===== src/hdl/sfcfe_regs.svh =====
// Constants of the serial flash command front end: opcodes, frame lengths
// and field widths. Included by the package, the top module, the checker and the bench.
`ifndef SFCFE_REGS_SVH
`define SFCFE_REGS_SVH
`define SFCFE_OP_WR_ARM     8'h06
`define SFCFE_OP_WR_DISARM  8'h04
`define SFCFE_OP_STAT_STORE 8'h01
`define SFCFE_OP_PAGE_WR    8'h02
`define SFCFE_OP_PAGE_WR4   8'h32
`define SFCFE_OP_WIPE_4K    8'h20
`define SFCFE_OP_WIPE_HALF  8'h52
`define SFCFE_OP_WIPE_LARGE 8'hD8
`define SFCFE_OP_WIPE_ALL_A 8'hC7
`define SFCFE_OP_WIPE_ALL_B 8'h60
`define SFCFE_OP_LP_ENTRY   8'hB9
`define SFCFE_OP_WAKE       8'hAB
`define SFCFE_OP_STAT_RD    8'h05
`define SFCFE_OP_SUSP_RD    8'h09
`define SFCFE_OP_RST_ARM    8'h66
`define SFCFE_OP_RST        8'h99
`define SFCFE_OP_LANE4_IN   8'h38
`define SFCFE_OP_LANE4_OUT  8'hFF
`define SFCFE_OP_RD         8'h03
`define SFCFE_OP_RD_FAST    8'h0B
`define SFCFE_OP_RD_2OUT    8'h3B
`define SFCFE_OP_RD_2IO     8'hBB
`define SFCFE_OP_RD_4OUT    8'h6B
`define SFCFE_OP_RD_4IO     8'hEB
`define SFCFE_BITS_W        16
`define SFCFE_BYTE_IDX_W    13
`define SFCFE_LEN_OP        13'h0001
`define SFCFE_LEN_ADDR      13'h0004
`define SFCFE_LEN_DUMMY     13'h0005
`define SFCFE_LEN_PW_MIN    13'h0005
`define SFCFE_LEN_STAT_MIN  13'h0002
`define SFCFE_LEN_FF_BITS   16'h0008
`define SFCFE_STEP_1        16'h0001
`define SFCFE_STEP_4        16'h0004
`define SFCFE_OUT_LAST      3'h7
`define SFCFE_STAT_RESET    8'h00
`endif


===== src/hdl/sfcfe_pkg.sv =====
// Types shared by the command front end modules.
// Assumes sfcfe_regs.svh is on the include path.
`include "sfcfe_regs.svh"
package sfcfe_pkg;
  typedef logic [7:0] sfcfe_byte_t;
  typedef enum logic [1:0] {
    PH_IDLE = 2'b00,
    PH_IN   = 2'b01,
    PH_OUT  = 2'b10
  } sfcfe_phase_t;
endpackage


===== src/hdl/sfcfe_buf.sv =====
// Two-entry buffer with valid/ready on both sides; outputs are flops.
// Assumes the drain may stall for any number of cycles.
`timescale 1ns/1ps
`default_nettype none
module sfcfe_buf #(
  parameter int W = 8
) (
  // Clock and reset
  input  wire logic         clk,
  input  wire logic         rst_n,
  // Fill side
  input  wire logic         in_valid,
  output var  logic         in_ready,
  input  wire logic [W-1:0] in_data,
  // Drain side
  output var  logic         out_valid,
  input  wire logic         out_ready,
  output var  logic [W-1:0] out_data
);
  logic [W-1:0] d1_q;
  logic         v1_q;
  logic         pop;
  logic         push;
  assign pop      = out_valid & out_ready;
  assign push     = in_valid & in_ready;
  assign in_ready = ~v1_q;
  always_ff @(posedge clk or negedge rst_n)
  begin
    if (!rst_n)
    begin
      out_valid <= 1'b0;
      out_data  <= '0;
      v1_q      <= 1'b0;
      d1_q      <= '0;
    end
    else
    begin
      if (!out_valid || pop)
      begin
        if (v1_q)
        begin
          out_valid <= 1'b1;
          out_data  <= d1_q;
          v1_q      <= push;
          d1_q      <= in_data;
        end
        else
        begin
          out_valid <= push;
          out_data  <= in_data;
        end
      end
      else if (push)
      begin
        v1_q <= 1'b1;
        d1_q <= in_data;
      end
    end
  end
endmodule
`default_nettype wire


===== src/hdl/sfcfe_sync.sv =====
// Two-flop synchroniser for a bundle of single-bit levels.
// Assumes each bit is an independent level from another domain.
`timescale 1ns/1ps
`default_nettype none
module sfcfe_sync #(
  parameter int W = 1
) (
  // Clock and reset
  input  wire logic         clk,
  input  wire logic         rst_n,
  // Levels
  input  wire logic [W-1:0] din,
  output var  logic [W-1:0] dout
);
  logic [W-1:0] meta_q;
  always_ff @(posedge clk or negedge rst_n)
  begin
    if (!rst_n)
    begin
      meta_q <= '1;
      dout   <= '1;
    end
    else
    begin
      meta_q <= din;
      dout   <= meta_q;
    end
  end
endmodule
`default_nettype wire


===== src/hdl/sfcfe_top.sv =====
// Command front end of a small serial flash: frames host commands, checks
// them at deselect, streams read data and passes page data to the engine.
// Assumes the serial pins are asynchronous to CLK_SYS and the serial clock
// runs well below a quarter of CLK_SYS; the engine shares CLK_SYS.
// Functional notes
// - All serial fields travel MSB first.
// - Sample input on each rising serial clock.
// - Frame opens with one opcode byte.
// - Read-type commands get an output phase.
// - Write-class commands need byte-aligned deselect.
// - Partial page write byte: no program, arm kept.
// - Too-short page write or status store ignored.
// - Page write needs four bytes after opcode.
// - Wipes need exactly three address bytes; full wipes need none.
// - Array access ignored while engine busy.
// - Reset executes only right after reset arm.
// - Lane exit: eight or two clocks.
// - Status reads repeat byte until deselect.
// - Returned data driven MSB first on output.
// - Arm latch cleared after write-class completion.
// - Low power: only wake is honoured.
// - Lane entry switches to four-lane frames.
// - Software reset zeroes both status bytes.
`timescale 1ns/1ps
`default_nettype none
`include "sfcfe_regs.svh"
module sfcfe_top
  import sfcfe_pkg::*;
#(
  parameter sfcfe_byte_t WAKE_ID = 8'h5A  // Arbitrary identifier value
) (
  // Clock and reset
  input  wire logic        CLK_SYS,
  input  wire logic        RST_N,
  // Serial link
  input  wire logic        SPI_CS_N,
  input  wire logic        SPI_SCK,
  input  wire logic        SERIAL_IN_LINE,
  input  wire logic [2:0]  DQ_HI_IN,
  output var  logic        SERIAL_OUT,
  output var  logic        SERIAL_OUT_OE_N,
  // Engine command
  input  wire logic        ENGINE_BUSY,
  output var  logic        EXEC_VALID,
  output var  logic [7:0]  EXEC_OP,
  output var  logic [23:0] EXEC_ADDR,
  output var  logic [7:0]  EXEC_STATUS,
  // Page data stream
  output var  logic        WR_VALID,
  input  wire logic        WR_READY,
  output var  logic [7:0]  WR_DATA,
  // Array read port
  output var  logic [23:0] RD_ADDR,
  input  wire logic [7:0]  ARRAY_DATA,
  // Suspend flags
  input  wire logic [7:0]  SUSP_SET,
  // Status
  output var  logic        WRITE_ARM_LATCH,
  output var  logic        LOW_POWER,
  output var  logic        FOUR_LANE_MODE,
  output var  logic        SOFT_RESET,
  output var  logic        CMD_REJECT
);
  logic [5:0]              sync_out;
  logic                    cs_n_s;
  logic                    sck_s;
  logic [3:0]              din_s;
  logic                    sck_p_q;
  logic                    cs_p_q;
  logic                    rise;
  logic                    fall;
  logic                    start;
  logic                    stop;
  sfcfe_phase_t            phase_q;
  logic [`SFCFE_BITS_W-1:0] bits_q;
  logic [`SFCFE_BITS_W-1:0] bits_d;
  logic [7:0]              sh_q;
  logic [7:0]              sh_d;
  logic                    byte_done;
  logic [`SFCFE_BYTE_IDX_W-1:0] idx;
  logic [`SFCFE_BYTE_IDX_W-1:0] nbytes;
  logic [7:0]              op_q;
  logic [7:0]              op_now;
  logic [23:0]             addr_q;
  logic [7:0]              dat_q;
  logic [`SFCFE_BYTE_IDX_W-1:0] out_at;
  logic [7:0]              osh_q;
  logic [2:0]              ocnt_q;
  logic [7:0]              next_out;
  logic [7:0]              stat_q;
  logic [7:0]              susp_q;
  logic                    arm_q;
  logic                    ovr_q;
  logic                    busy;
  logic                    aligned;
  logic                    pw_ok;
  logic                    push;
  logic                    buf_ready;
  logic [7:0]              status_byte;
  logic                    acc;
  logic                    rej;
  logic                    do_exec;
  logic                    do_arm;
  logic                    do_disarm;
  logic                    do_lp;
  logic                    do_wake;
  logic                    do_q_in;
  logic                    do_q_out;
  logic                    do_rst_arm;
  logic                    do_rst;
  logic                    do_stat;

  sfcfe_sync #(
    .W (6)
  ) u_sync (
    .clk   (CLK_SYS),
    .rst_n (RST_N),
    .din   ({SPI_CS_N, SPI_SCK, DQ_HI_IN, SERIAL_IN_LINE}),
    .dout  (sync_out)
  );

  assign cs_n_s = sync_out[5];
  assign sck_s  = sync_out[4];
  assign din_s  = sync_out[3:0];
  assign rise   = sck_s & ~sck_p_q & ~cs_n_s;
  assign fall   = ~sck_s & sck_p_q & ~cs_n_s;
  assign start  = ~cs_n_s & cs_p_q;
  assign stop   = cs_n_s & ~cs_p_q;

  // Edge finder on the synchronised serial clock and select
  always_ff @(posedge CLK_SYS or negedge RST_N)
  begin
    if (!RST_N)
    begin
      sck_p_q <= 1'b0;
      cs_p_q  <= 1'b1;
    end
    else
    begin
      sck_p_q <= sck_s;
      cs_p_q  <= cs_n_s;
    end
  end

  // Input shifter: one bit per clock, or a nibble in four-lane mode
  always_comb
  begin
    if (FOUR_LANE_MODE)
    begin
      bits_d = bits_q + `SFCFE_STEP_4;
      sh_d   = {sh_q[3:0], din_s[3:0]};
    end
    else
    begin
      bits_d = bits_q + `SFCFE_STEP_1;
      sh_d   = {sh_q[6:0], din_s[0]};
    end
  end

  assign byte_done = rise & (bits_d[2:0] == 3'h0);
  assign idx       = bits_q[`SFCFE_BITS_W-1:3];
  assign nbytes    = bits_q[`SFCFE_BITS_W-1:3];
  assign aligned   = (bits_q[2:0] == 3'h0);
  assign op_now    = (idx == '0) ? sh_d : op_q;
  assign busy      = ENGINE_BUSY | EXEC_VALID;

  always_ff @(posedge CLK_SYS or negedge RST_N)
  begin
    if (!RST_N)
    begin
      bits_q <= '0;
      sh_q   <= '0;
    end
    else if (start)
    begin
      bits_q <= '0;
      sh_q   <= '0;
    end
    else if (rise && (bits_q != '1))
    begin
      bits_q <= bits_d;
      sh_q   <= sh_d;
    end
  end

  // Opcode, address and first data byte capture
  always_ff @(posedge CLK_SYS or negedge RST_N)
  begin
    if (!RST_N)
    begin
      op_q   <= '0;
      addr_q <= '0;
      dat_q  <= '0;
    end
    else if (byte_done)
    begin
      if (idx == '0)
        op_q <= sh_d;
      if ((idx != '0) && (idx < `SFCFE_LEN_ADDR))
        addr_q <= {addr_q[15:0], sh_d};
      if (idx == `SFCFE_LEN_OP)
        dat_q <= sh_d;
    end
  end

  // Input length after which a read-type command starts returning data
  always_comb
  begin
    out_at = '0;
    if (!LOW_POWER)
    begin
      case (op_now)
        `SFCFE_OP_STAT_RD,
        `SFCFE_OP_SUSP_RD:   out_at = `SFCFE_LEN_OP;
        `SFCFE_OP_WAKE:      out_at = `SFCFE_LEN_ADDR;
        `SFCFE_OP_RD:        out_at = busy ? '0 : `SFCFE_LEN_ADDR;
        `SFCFE_OP_RD_FAST,
        `SFCFE_OP_RD_2OUT,
        `SFCFE_OP_RD_2IO,
        `SFCFE_OP_RD_4OUT,
        `SFCFE_OP_RD_4IO:    out_at = busy ? '0 : `SFCFE_LEN_DUMMY;
        default:             out_at = '0;
      endcase
    end
    else if (op_now == `SFCFE_OP_WAKE)
      out_at = `SFCFE_LEN_ADDR;
  end

  // Frame phase
  always_ff @(posedge CLK_SYS or negedge RST_N)
  begin
    if (!RST_N)
      phase_q <= PH_IDLE;
    else if (cs_n_s)
      phase_q <= PH_IDLE;
    else
    begin
      unique case (phase_q)
        PH_IDLE: phase_q <= PH_IN;
        PH_IN:
          if (byte_done && (out_at != '0) && (idx + `SFCFE_LEN_OP == out_at))
            phase_q <= PH_OUT;
        PH_OUT:  phase_q <= PH_OUT;
        default: phase_q <= PH_IDLE;
      endcase
    end
  end

  assign status_byte = {stat_q[7:2], WRITE_ARM_LATCH, busy};
  always_comb
  begin
    case (op_q)
      `SFCFE_OP_STAT_RD: next_out = status_byte;
      `SFCFE_OP_SUSP_RD: next_out = susp_q;
      `SFCFE_OP_WAKE:    next_out = WAKE_ID;
      default:           next_out = ARRAY_DATA;
    endcase
  end

  // Output shifter, driven on falling serial clock edges
  always_ff @(posedge CLK_SYS or negedge RST_N)
  begin
    if (!RST_N)
    begin
      SERIAL_OUT      <= 1'b0;
      SERIAL_OUT_OE_N <= 1'b1;
      osh_q           <= '0;
      ocnt_q          <= '0;
      RD_ADDR         <= '0;
    end
    else if (phase_q != PH_OUT)
    begin
      SERIAL_OUT_OE_N <= 1'b1;
      ocnt_q          <= '0;
      RD_ADDR         <= addr_q;
    end
    else if (fall)
    begin
      SERIAL_OUT_OE_N <= 1'b0;
      if (ocnt_q == 3'h0)
      begin
        SERIAL_OUT <= next_out[7];
        osh_q      <= {next_out[6:0], 1'b0};
        ocnt_q     <= `SFCFE_OUT_LAST;
        if (next_out == ARRAY_DATA && op_q != `SFCFE_OP_STAT_RD &&
            op_q != `SFCFE_OP_SUSP_RD && op_q != `SFCFE_OP_WAKE)
          RD_ADDR <= RD_ADDR + 24'h000001;
      end
      else
      begin
        SERIAL_OUT <= osh_q[7];
        osh_q      <= {osh_q[6:0], 1'b0};
        ocnt_q     <= ocnt_q - 3'h1;
      end
    end
    // Last address byte lands as the output phase opens
    else if (SERIAL_OUT_OE_N)
      RD_ADDR <= addr_q;
  end

  // Page data into the buffer; a refused byte spoils the frame
  assign pw_ok = WRITE_ARM_LATCH & ~busy & ~LOW_POWER;
  assign push  = byte_done & pw_ok & (idx >= `SFCFE_LEN_ADDR) &
                 ((op_q == `SFCFE_OP_PAGE_WR) | (op_q == `SFCFE_OP_PAGE_WR4));

  sfcfe_buf #(
    .W (8)
  ) u_buf (
    .clk       (CLK_SYS),
    .rst_n     (RST_N),
    .in_valid  (push),
    .in_ready  (buf_ready),
    .in_data   (sh_d),
    .out_valid (WR_VALID),
    .out_ready (WR_READY),
    .out_data  (WR_DATA)
  );

  always_ff @(posedge CLK_SYS or negedge RST_N)
  begin
    if (!RST_N)
      ovr_q <= 1'b0;
    else if (start)
      ovr_q <= 1'b0;
    else if (push && !buf_ready)
      ovr_q <= 1'b1;
  end

  // Frame check at deselect
  always_comb
  begin
    acc        = 1'b0;
    rej        = 1'b0;
    do_exec    = 1'b0;
    do_arm     = 1'b0;
    do_disarm  = 1'b0;
    do_lp      = 1'b0;
    do_wake    = 1'b0;
    do_q_in    = 1'b0;
    do_q_out   = 1'b0;
    do_rst_arm = 1'b0;
    do_rst     = 1'b0;
    do_stat    = 1'b0;
    if (stop && nbytes != '0)
    begin
      acc = 1'b1;
      if (LOW_POWER)
      begin
        do_wake = (op_q == `SFCFE_OP_WAKE);
        rej     = ~do_wake;
      end
      else
      begin
        case (op_q)
          `SFCFE_OP_WR_ARM:     do_arm = aligned;
          `SFCFE_OP_WR_DISARM:  do_disarm = aligned;
          `SFCFE_OP_LP_ENTRY:   do_lp = aligned;
          `SFCFE_OP_STAT_STORE:
            do_stat = aligned & WRITE_ARM_LATCH & ~busy &
                      (nbytes >= `SFCFE_LEN_STAT_MIN);
          `SFCFE_OP_PAGE_WR:
            do_exec = aligned & pw_ok & ~ovr_q &
                      (nbytes >= `SFCFE_LEN_PW_MIN);
          `SFCFE_OP_PAGE_WR4:
            do_exec = aligned & pw_ok & ~ovr_q & ~FOUR_LANE_MODE &
                      (nbytes >= `SFCFE_LEN_PW_MIN);
          `SFCFE_OP_WIPE_4K,
          `SFCFE_OP_WIPE_HALF,
          `SFCFE_OP_WIPE_LARGE:
            do_exec = aligned & pw_ok &
                      (nbytes == `SFCFE_LEN_ADDR);
          `SFCFE_OP_WIPE_ALL_A,
          `SFCFE_OP_WIPE_ALL_B:
            do_exec = aligned & pw_ok & (nbytes == `SFCFE_LEN_OP);
          `SFCFE_OP_RST_ARM:    do_rst_arm = aligned;
          `SFCFE_OP_RST:        do_rst = aligned & arm_q;
          `SFCFE_OP_LANE4_IN:   do_q_in = aligned;
          `SFCFE_OP_LANE4_OUT:
            do_q_out = (bits_q == `SFCFE_LEN_FF_BITS);
          `SFCFE_OP_WAKE:       do_wake = 1'b1;
          default:              acc = 1'b1;
        endcase
        rej = ~(do_exec | do_arm | do_disarm | do_lp | do_stat |
                do_rst_arm | do_rst | do_q_in | do_q_out | do_wake) &
              (phase_q != PH_OUT) & (op_q != `SFCFE_OP_RD) &
              (out_at == '0);
      end
    end
  end

  // Mode and latch state
  always_ff @(posedge CLK_SYS or negedge RST_N)
  begin
    if (!RST_N)
    begin
      WRITE_ARM_LATCH <= 1'b0;
      LOW_POWER       <= 1'b0;
      FOUR_LANE_MODE  <= 1'b0;
      arm_q           <= 1'b0;
      stat_q          <= `SFCFE_STAT_RESET;
    end
    else if (acc)
    begin
      arm_q <= do_rst_arm;
      if (do_rst)
      begin
        WRITE_ARM_LATCH <= 1'b0;
        stat_q          <= `SFCFE_STAT_RESET;
        FOUR_LANE_MODE  <= 1'b0;
      end
      else
      begin
        if (do_arm)
          WRITE_ARM_LATCH <= 1'b1;
        else if (do_disarm || do_stat || do_exec)
          WRITE_ARM_LATCH <= 1'b0;
        if (do_stat)
          stat_q <= {dat_q[7:2], 2'b00};
        if (do_q_in)
          FOUR_LANE_MODE <= 1'b1;
        else if (do_q_out)
          FOUR_LANE_MODE <= 1'b0;
      end
      if (do_lp)
        LOW_POWER <= 1'b1;
      else if (do_wake)
        LOW_POWER <= 1'b0;
    end
  end

  // Suspend flags: a set in the clearing cycle survives
  always_ff @(posedge CLK_SYS or negedge RST_N)
  begin
    if (!RST_N)
      susp_q <= `SFCFE_STAT_RESET;
    else
      susp_q <= (do_rst ? `SFCFE_STAT_RESET : susp_q) | SUSP_SET;
  end

  // Engine hand-off and event pulses
  always_ff @(posedge CLK_SYS or negedge RST_N)
  begin
    if (!RST_N)
    begin
      EXEC_VALID  <= 1'b0;
      EXEC_OP     <= '0;
      EXEC_ADDR   <= '0;
      EXEC_STATUS <= '0;
      SOFT_RESET  <= 1'b0;
      CMD_REJECT  <= 1'b0;
    end
    else
    begin
      EXEC_VALID <= do_exec | do_stat;
      SOFT_RESET <= do_rst;
      CMD_REJECT <= rej;
      if (do_exec || do_stat)
      begin
        EXEC_OP     <= op_q;
        EXEC_ADDR   <= addr_q;
        EXEC_STATUS <= dat_q;
      end
    end
  end
endmodule
`default_nettype wire


===== config.mk =====
export PLATFORM = sky130hd
export DESIGN_NAME = sfcfe_top
export DESIGN_NICKNAME = d
export VERILOG_FILES = /design/src/hdl/sfcfe_pkg.sv /design/src/hdl/sfcfe_buf.sv /design/src/hdl/sfcfe_sync.sv /design/src/hdl/sfcfe_top.sv
export VERILOG_INCLUDE_DIRS = /design/src /design/src/hdl
export SDC_FILE = /design/constraint.sdc
export NUM_CORES = 1
export LEC_CHECK = 0
export ABC_AREA = 1
export BUFFER_PORTS_ARGS = -buffer_cell sky130_fd_sc_hd__buf_2
export CAP_MARGIN = 30
export CELL_PAD_IN_SITES_DETAIL_PLACEMENT = 1
export CELL_PAD_IN_SITES_GLOBAL_PLACEMENT = 2
export CORE_UTILIZATION = 35
export CTS_CLUSTER_DIAMETER = 50
export DETAILED_ROUTE_END_ITERATION = 8
export GPL_TIMING_DRIVEN = 0
export PLACE_DENSITY_LB_ADDON = 0.15
export SLEW_MARGIN = 25
export SYNTH_ARGS = -nofsm -noshare
export SYNTH_HDL_FRONTEND = slang
export SYNTH_SLANG_ARGS = --single-unit

===== constraint.sdc =====
create_clock -name CLK_SYS -period 3 [get_ports CLK_SYS]
set_input_delay 0.6 -clock CLK_SYS [delete_from_list [all_inputs] [get_ports CLK_SYS]]
set_output_delay 0.6 -clock CLK_SYS [all_outputs]
set_load 0.005 [all_outputs]

---- After elaboration in Yosys (flattened, before gate mapping) ----
Cells that the tools add are included.
storage, ports and cells
  bits in registers ....................... 198
  bits of input ports ..................... 26
  output and inout port bits .............. 81
  logic and storage cells ................. 284
cells by class
  $add $sub $neg .......................... 5
  magnitude comparators ................... 4
  equality and inequality tests ........... 44
  mux-type cells .......................... 102
  bitwise logic cells ..................... 53
  reductions and logical operators ........ 44
operators with widths
  kind                                                                count
  two-way mux 24 bit                                                  5
  two-way mux 8 bit                                                   10
  == test 8 bit, second input constant                                9
  two-way mux 1 bit                                                   69
  two-way mux 16 bit                                                  3
  == test 8 x 3 -> 1 bit, second input constant                       4
  == test 8 x 6 -> 1 bit, second input constant                       4
  == test 8 x 7 -> 1 bit, second input constant                       4
  bitwise AND 1 bit                                                   28
  greater-or-equal comparator 13 x 3 -> 1 bit, second input constant  2
  zero test 13 bit                                                    2
  nonzero test 13 bit                                                 2
  adder 24 x 1 -> 24 bit, second input constant                       1
  == test 8 x 4 -> 1 bit, second input constant                       3
  one-hot mux 8 bit (3 select lines)                                  1
  two-way mux 3 bit                                                   6
  adder 16 x 1 -> 16 bit, second input constant                       1
  adder 16 x 3 -> 16 bit, second input constant                       1
  == test 16 x 4 -> 1 bit, second input constant                      1
  == test 8 x 2 -> 1 bit, second input constant                       2
  inequality test 16 bit, second input constant                       1
  AND reduction 2 bit                                                 8
  two-way mux 7 bit                                                   2
  adder 13 x 1 -> 13 bit, second input constant                       1
  37 further kinds                                                    82

---- Longest topological paths before layout ----
  depth in word-level cells ............... 26
  gate-level depth with buffers ........... 19

---- Cells and area by module ----
A second synthesis with hierarchy kept.
second synthesis, totals
  cells, all modules ...................... 1,209
  area total of the unflattened synthesis .. 9,820.7 um2
by module, submodules not included
  module      times used  cells each  area an instance (um2)  sequential area each (um2)
  sfcfe_top   1           1,098       8,679.6                 4,131.5
  sfcfe_buf   1           99          825.8                   450.4
  sfcfe_sync  1           12          315.3                   315.3

---- Least setup slack after synthesis ----
OpenSTA, ideal clock, no wires.
  path kind ............................... register to register
  start ................................... register bits_q[3]
  end ..................................... register susp_q[2]
  arrival ................................. 2,065 ps
  data required time ...................... 2,882 ps
  slack ................................... 817 ps
  cell stages (with the launch flop) ...... 13
  clock period less this slack ............ 2,183 ps
  path through ............................ dfrtp_1 -> inv_1 -> ha_1 -> nand2_2 -> nor2_4 -> nand2_4 -> buf_6 -> nand3_1 -> nor2_1 -> inv_1 -> nor2_4 -> inv_1 -> a21o_1
between the ends
  word-level cells in the longest chain between the ends .. 5
RTL lines
  element                 line              RTL
  start, declared         sfcfe_top.sv:75   logic [`SFCFE_BITS_W-1:0] bits_q;
  start signal, assigned  sfcfe_top.sv:181  bits_q <= bits_d;
  nonzero test 13 bit     sfcfe_top.sv:344  if (stop && nbytes != '0)
  logical AND 1 bit       sfcfe_top.sv:344
  two-way mux 1 bit       sfcfe_top.sv:344
  two-way mux 8 bit       sfcfe_top.sv:437  susp_q <= (do_rst ? `SFCFE_STAT_RESET : susp_q) | SUSP_SET;
  bitwise OR 8 bit        sfcfe_top.sv:437
  end signal, assigned    sfcfe_top.sv:435  susp_q <= `SFCFE_STAT_RESET;
  end signal, assigned    sfcfe_top.sv:437
  end, declared           sfcfe_top.sv:91   logic [7:0] susp_q;
No other way between the ends.
A chain may end at the register's enable or synchronous reset.

---- Worst setup path after layout ----
  start ................................... register op_q[7]
  end ..................................... register RD_ADDR[6]
between the ends
  word-level cells in the longest chain between the ends .. 8
  elaborated cells on any way between the ends .. 13
  those cells by class .................... eq/ne (8); mux (1); reduce/logical (4)
RTL lines
  element                                     line              RTL
  start, declared                             sfcfe_top.sv:82   logic [7:0] op_q;
  start signal, assigned                      sfcfe_top.sv:191  op_q <= '0;
  start signal, assigned                      sfcfe_top.sv:198  op_q <= sh_d;
  == test 8 bit (tied with other cells)       sfcfe_top.sv:252  case (op_q)
  one-hot mux 8 bit (3 select lines)          sfcfe_top.sv:252
  == test 8 bit                               sfcfe_top.sv:285  if (next_out == ARRAY_DATA && op_q != `SFCFE_OP_STAT_RD &&
  logical AND 1 bit (no line) (2 in a row)    --
  logical AND 1 bit (no line) *               --
  inequality test 3 x 1 -> 1 bit (no line) *  --
  AND reduction 3 bit (no line) *             --
  end signal, assigned                        sfcfe_top.sv:275  RD_ADDR <= addr_q;
  end signal, assigned                        sfcfe_top.sv:287  RD_ADDR <= RD_ADDR + 24'h000001;
  end signal, assigned                        sfcfe_top.sv:298  RD_ADDR <= addr_q;
  end, declared                               sfcfe_top.sv:53   output var logic [23:0] RD_ADDR,
Every way passes the cells marked *; elsewhere a longest branch is shown, timed or not.

==> out/qor.txt <==
status: completed
complex-gate fraction of the synthesized area: 15.9%
global-route wire length before repair: 48800 um
Remaining DRCs: 0
Max-slew headroom: 55.0%
final net count: 1368
ys async rst share: 100%
post-synthesis net count: 1241
Via density: 4.93
Util after Layout: 42.0%
1st-iter DRT viols: 405
Fmax: 364 MHz
Pleak: 5.55 nW
total grt overflow: 0
Worst VDD drop: 294 uV
Synth Area in Adders: 1.66%
CTS tree: built
Clock Skew: 0.0189 ns
Max-Cap Viols: 0
num rows: 60
hold_ws: 0.0626 ns
Worst Tran Pin Value: 0.673 ns
required time worst endpoint: 3.28 ns
largest family of logic cells by synthesized area: simple AND/OR/NAND/NOR gates
R2R depth: 10
max-slew violation count: 0
post-synthesis xor/xnor area fraction: 1.79%
DR vias: 8457
CTS Hold Bufs: 0
Setup CP Type: register to register
P&R area growth vs syn: 16.7%
Main synth FF type: dfrtp_1
DRT Pass-1 Iters: 4
RSZ-0062 raised after global routing: no
Fin. Hold Viols: 0
largest net degree at the start of global routing: 80
final WL: 30300 um
core area: 27200 um^2
crit path max fanout: 10
gpl congestion: 0.870
Pint: 4.02 mW
full die area: 28600 um^2
Seq cells post-synth: 195
fraction of layout cells with a size suffix above 1: 15.4%
mux cell area share after synthesis: 0.102%
synthesized area: 9770 um^2
Yosys cell types: 48
n_diodes: 0
vias in the first global route: 8843
area of the multi-input gates: 4030 um^2
htree depth: 4
critical path capture point type: register
fillers: 3368
GRT Total Usage: 22.1%
Psw: 1.53 mW
Yosys warning total: 0
clk slew on worst S/H paths: 0.08 ns
Final period util: 91.5%
final setup violation count: 0
post-route ant nets: 0
worst-skew pair later-pin latency: 0.45 ns
critical path startpoint category: register
Reg power frac: 50.7%
register area share after synthesis: 50.1%
Initial Util: 36.0%
wire length per cell: 17.7 um
initial antenna violation count: 0
Avg Cell Area, Syn: 8.13 um^2
clk buf depth: 2
post-detail-place hpwl: 23200 um
PwrDens: 486 nW/um^2
Hold Crit Class: input port to asynchronous set/reset pin
DP Area: 10800 um^2
EDFF count, synth: 0
CTS sink cnt: 195
design area: 11400 um^2
Die X: 169 um
combinational share of power: 9.0%
root buffer cell: clkbuf_16
Die Ht: 169 um
simple logic cell fraction of the synthesized area: 21.7%
IO Count: 107
Tmin final: 2.75 ns
Mapped Cells: 1202
Total Power: 5.55 mW
Num CTS Buffers: 17
WP data arrival: 3.03 ns
FF+latch area: 4900 um^2
Port-buffer cells: 106
Sw Share: 27.6%
clock share of power: 40.3%
commonest non-fill, non-tap cell in the layout: nand2_1
most frequent cells in the layout: nand2_1 (285), dfrtp_1 (180), inv_1 (152)
synth_stat cells (all sizes together) (17+ instances only):
library cell	instances	area (um^2)
clkbuf	21	78.8
nor2	104	450
a21oi	55	275
nand2	293	1130
xor2	17	149
inv	156	586
dfrtp	181	4530
o21ai	153	769
buf	22	179
nor3	20	105
nand3	54	275
o211ai	19	143
layout make-up:
| class | count | area share (%) |
|---|---|---|
| inverter | 159 | 5.23 |
| sequential | 195 | 43.0 |
| multi-input combinational | 805 | 35.4 |
| clock buffer | 20 | 3.83 |
| tap | 372 | 4.08 |
| buffer | 43 | 2.28 |
| timing repair buffer | 108 | 5.22 |
| clock inverter | 12 | 1.03 |
power by group through the flow:
stage               sequential (mW)  combinational [mW]  clock, mW
floorplan                      2.84               0.287          0
global placement               2.86               0.487          0
detailed placement             2.86               0.508          0
CTS                            2.81               0.510       2.30
global route                   2.83               0.567       2.38
finish                         2.81               0.499       2.24
per-layer routing:
metal	up-vias	track usage (%)	wire (um)
li1	4183	-	-
met1	4158	29.3	14200
met2	97	37.7	15000
met3	19	3.20	693
met4	0	5.64	402
met5	-	0	0
worst paths after layout:
| path | from | to | slack [ns] |
|---|---|---|---|
| max in group asynchronous | RST_N | u_sync.meta_q[0] | 2.13 |
| max reg2reg | op_q[7] | RD_ADDR[6] | 0.25 |
| min reg2reg | u_sync.meta_q[0] | u_sync.dout[0] | 0.36 |
| min | RST_N | RD_ADDR[22] | 0.06 |
| min in group CLK_SYS | DQ_HI_IN[2] | u_sync.meta_q[3] | 0.25 |
| max | op_q[7] | RD_ADDR[6] | 0.25 |
flip-flops by register name, indices dropped and copies added (netlist names), 16 cells and up:
name	count
EXEC_ADDR	24
RD_ADDR	24
addr_q	24
bits_q	16
worst max-delay path: stages, from the launching register on:
cell	delay (ns)
dfrtp_1	0.43
inv_1	0.14
nand2_1	0.21
nor2_1	0.09
nand4_1	0.23
nand2_1	0.22
nor2_2	0.29
nand3_1	0.13
nand2_2	0.21
clkbuf_1	0.45
a22oi_1	0.20
logic make-up after synthesis:
group           count (synthesis)
compound gates                275
xor+xnor                       20
simple gates                  496
flops                         195
mux                             1
fa+ha+maj                      13
buf+inv                       202
metrics by stage:
| step | worst slack, ns | setup TNS (ns) | std cells |
|---|---|---|---|
| after floorplan | 0.817 | 0 | 1202 |
| after global placement | -2.18 | -402.31 | 1680 |
| after detailed placement | 0.00781 | 0 | 1682 |
| after CTS | 0.0611 | 0 | 1714 |
| after global routing | 0.00101 | 0 | 1714 |
| final | 0.254 | 0 | 1714 |
what timing repair did:
item	4_1_cts	5_1_grt
resized for setup	1	9
buffers inserted	0	0
gates cloned	0	0
endpoints found under the setup margin	9	23
pin swaps	0	0
No activity file was read; power rests on OpenSTA's default activity.
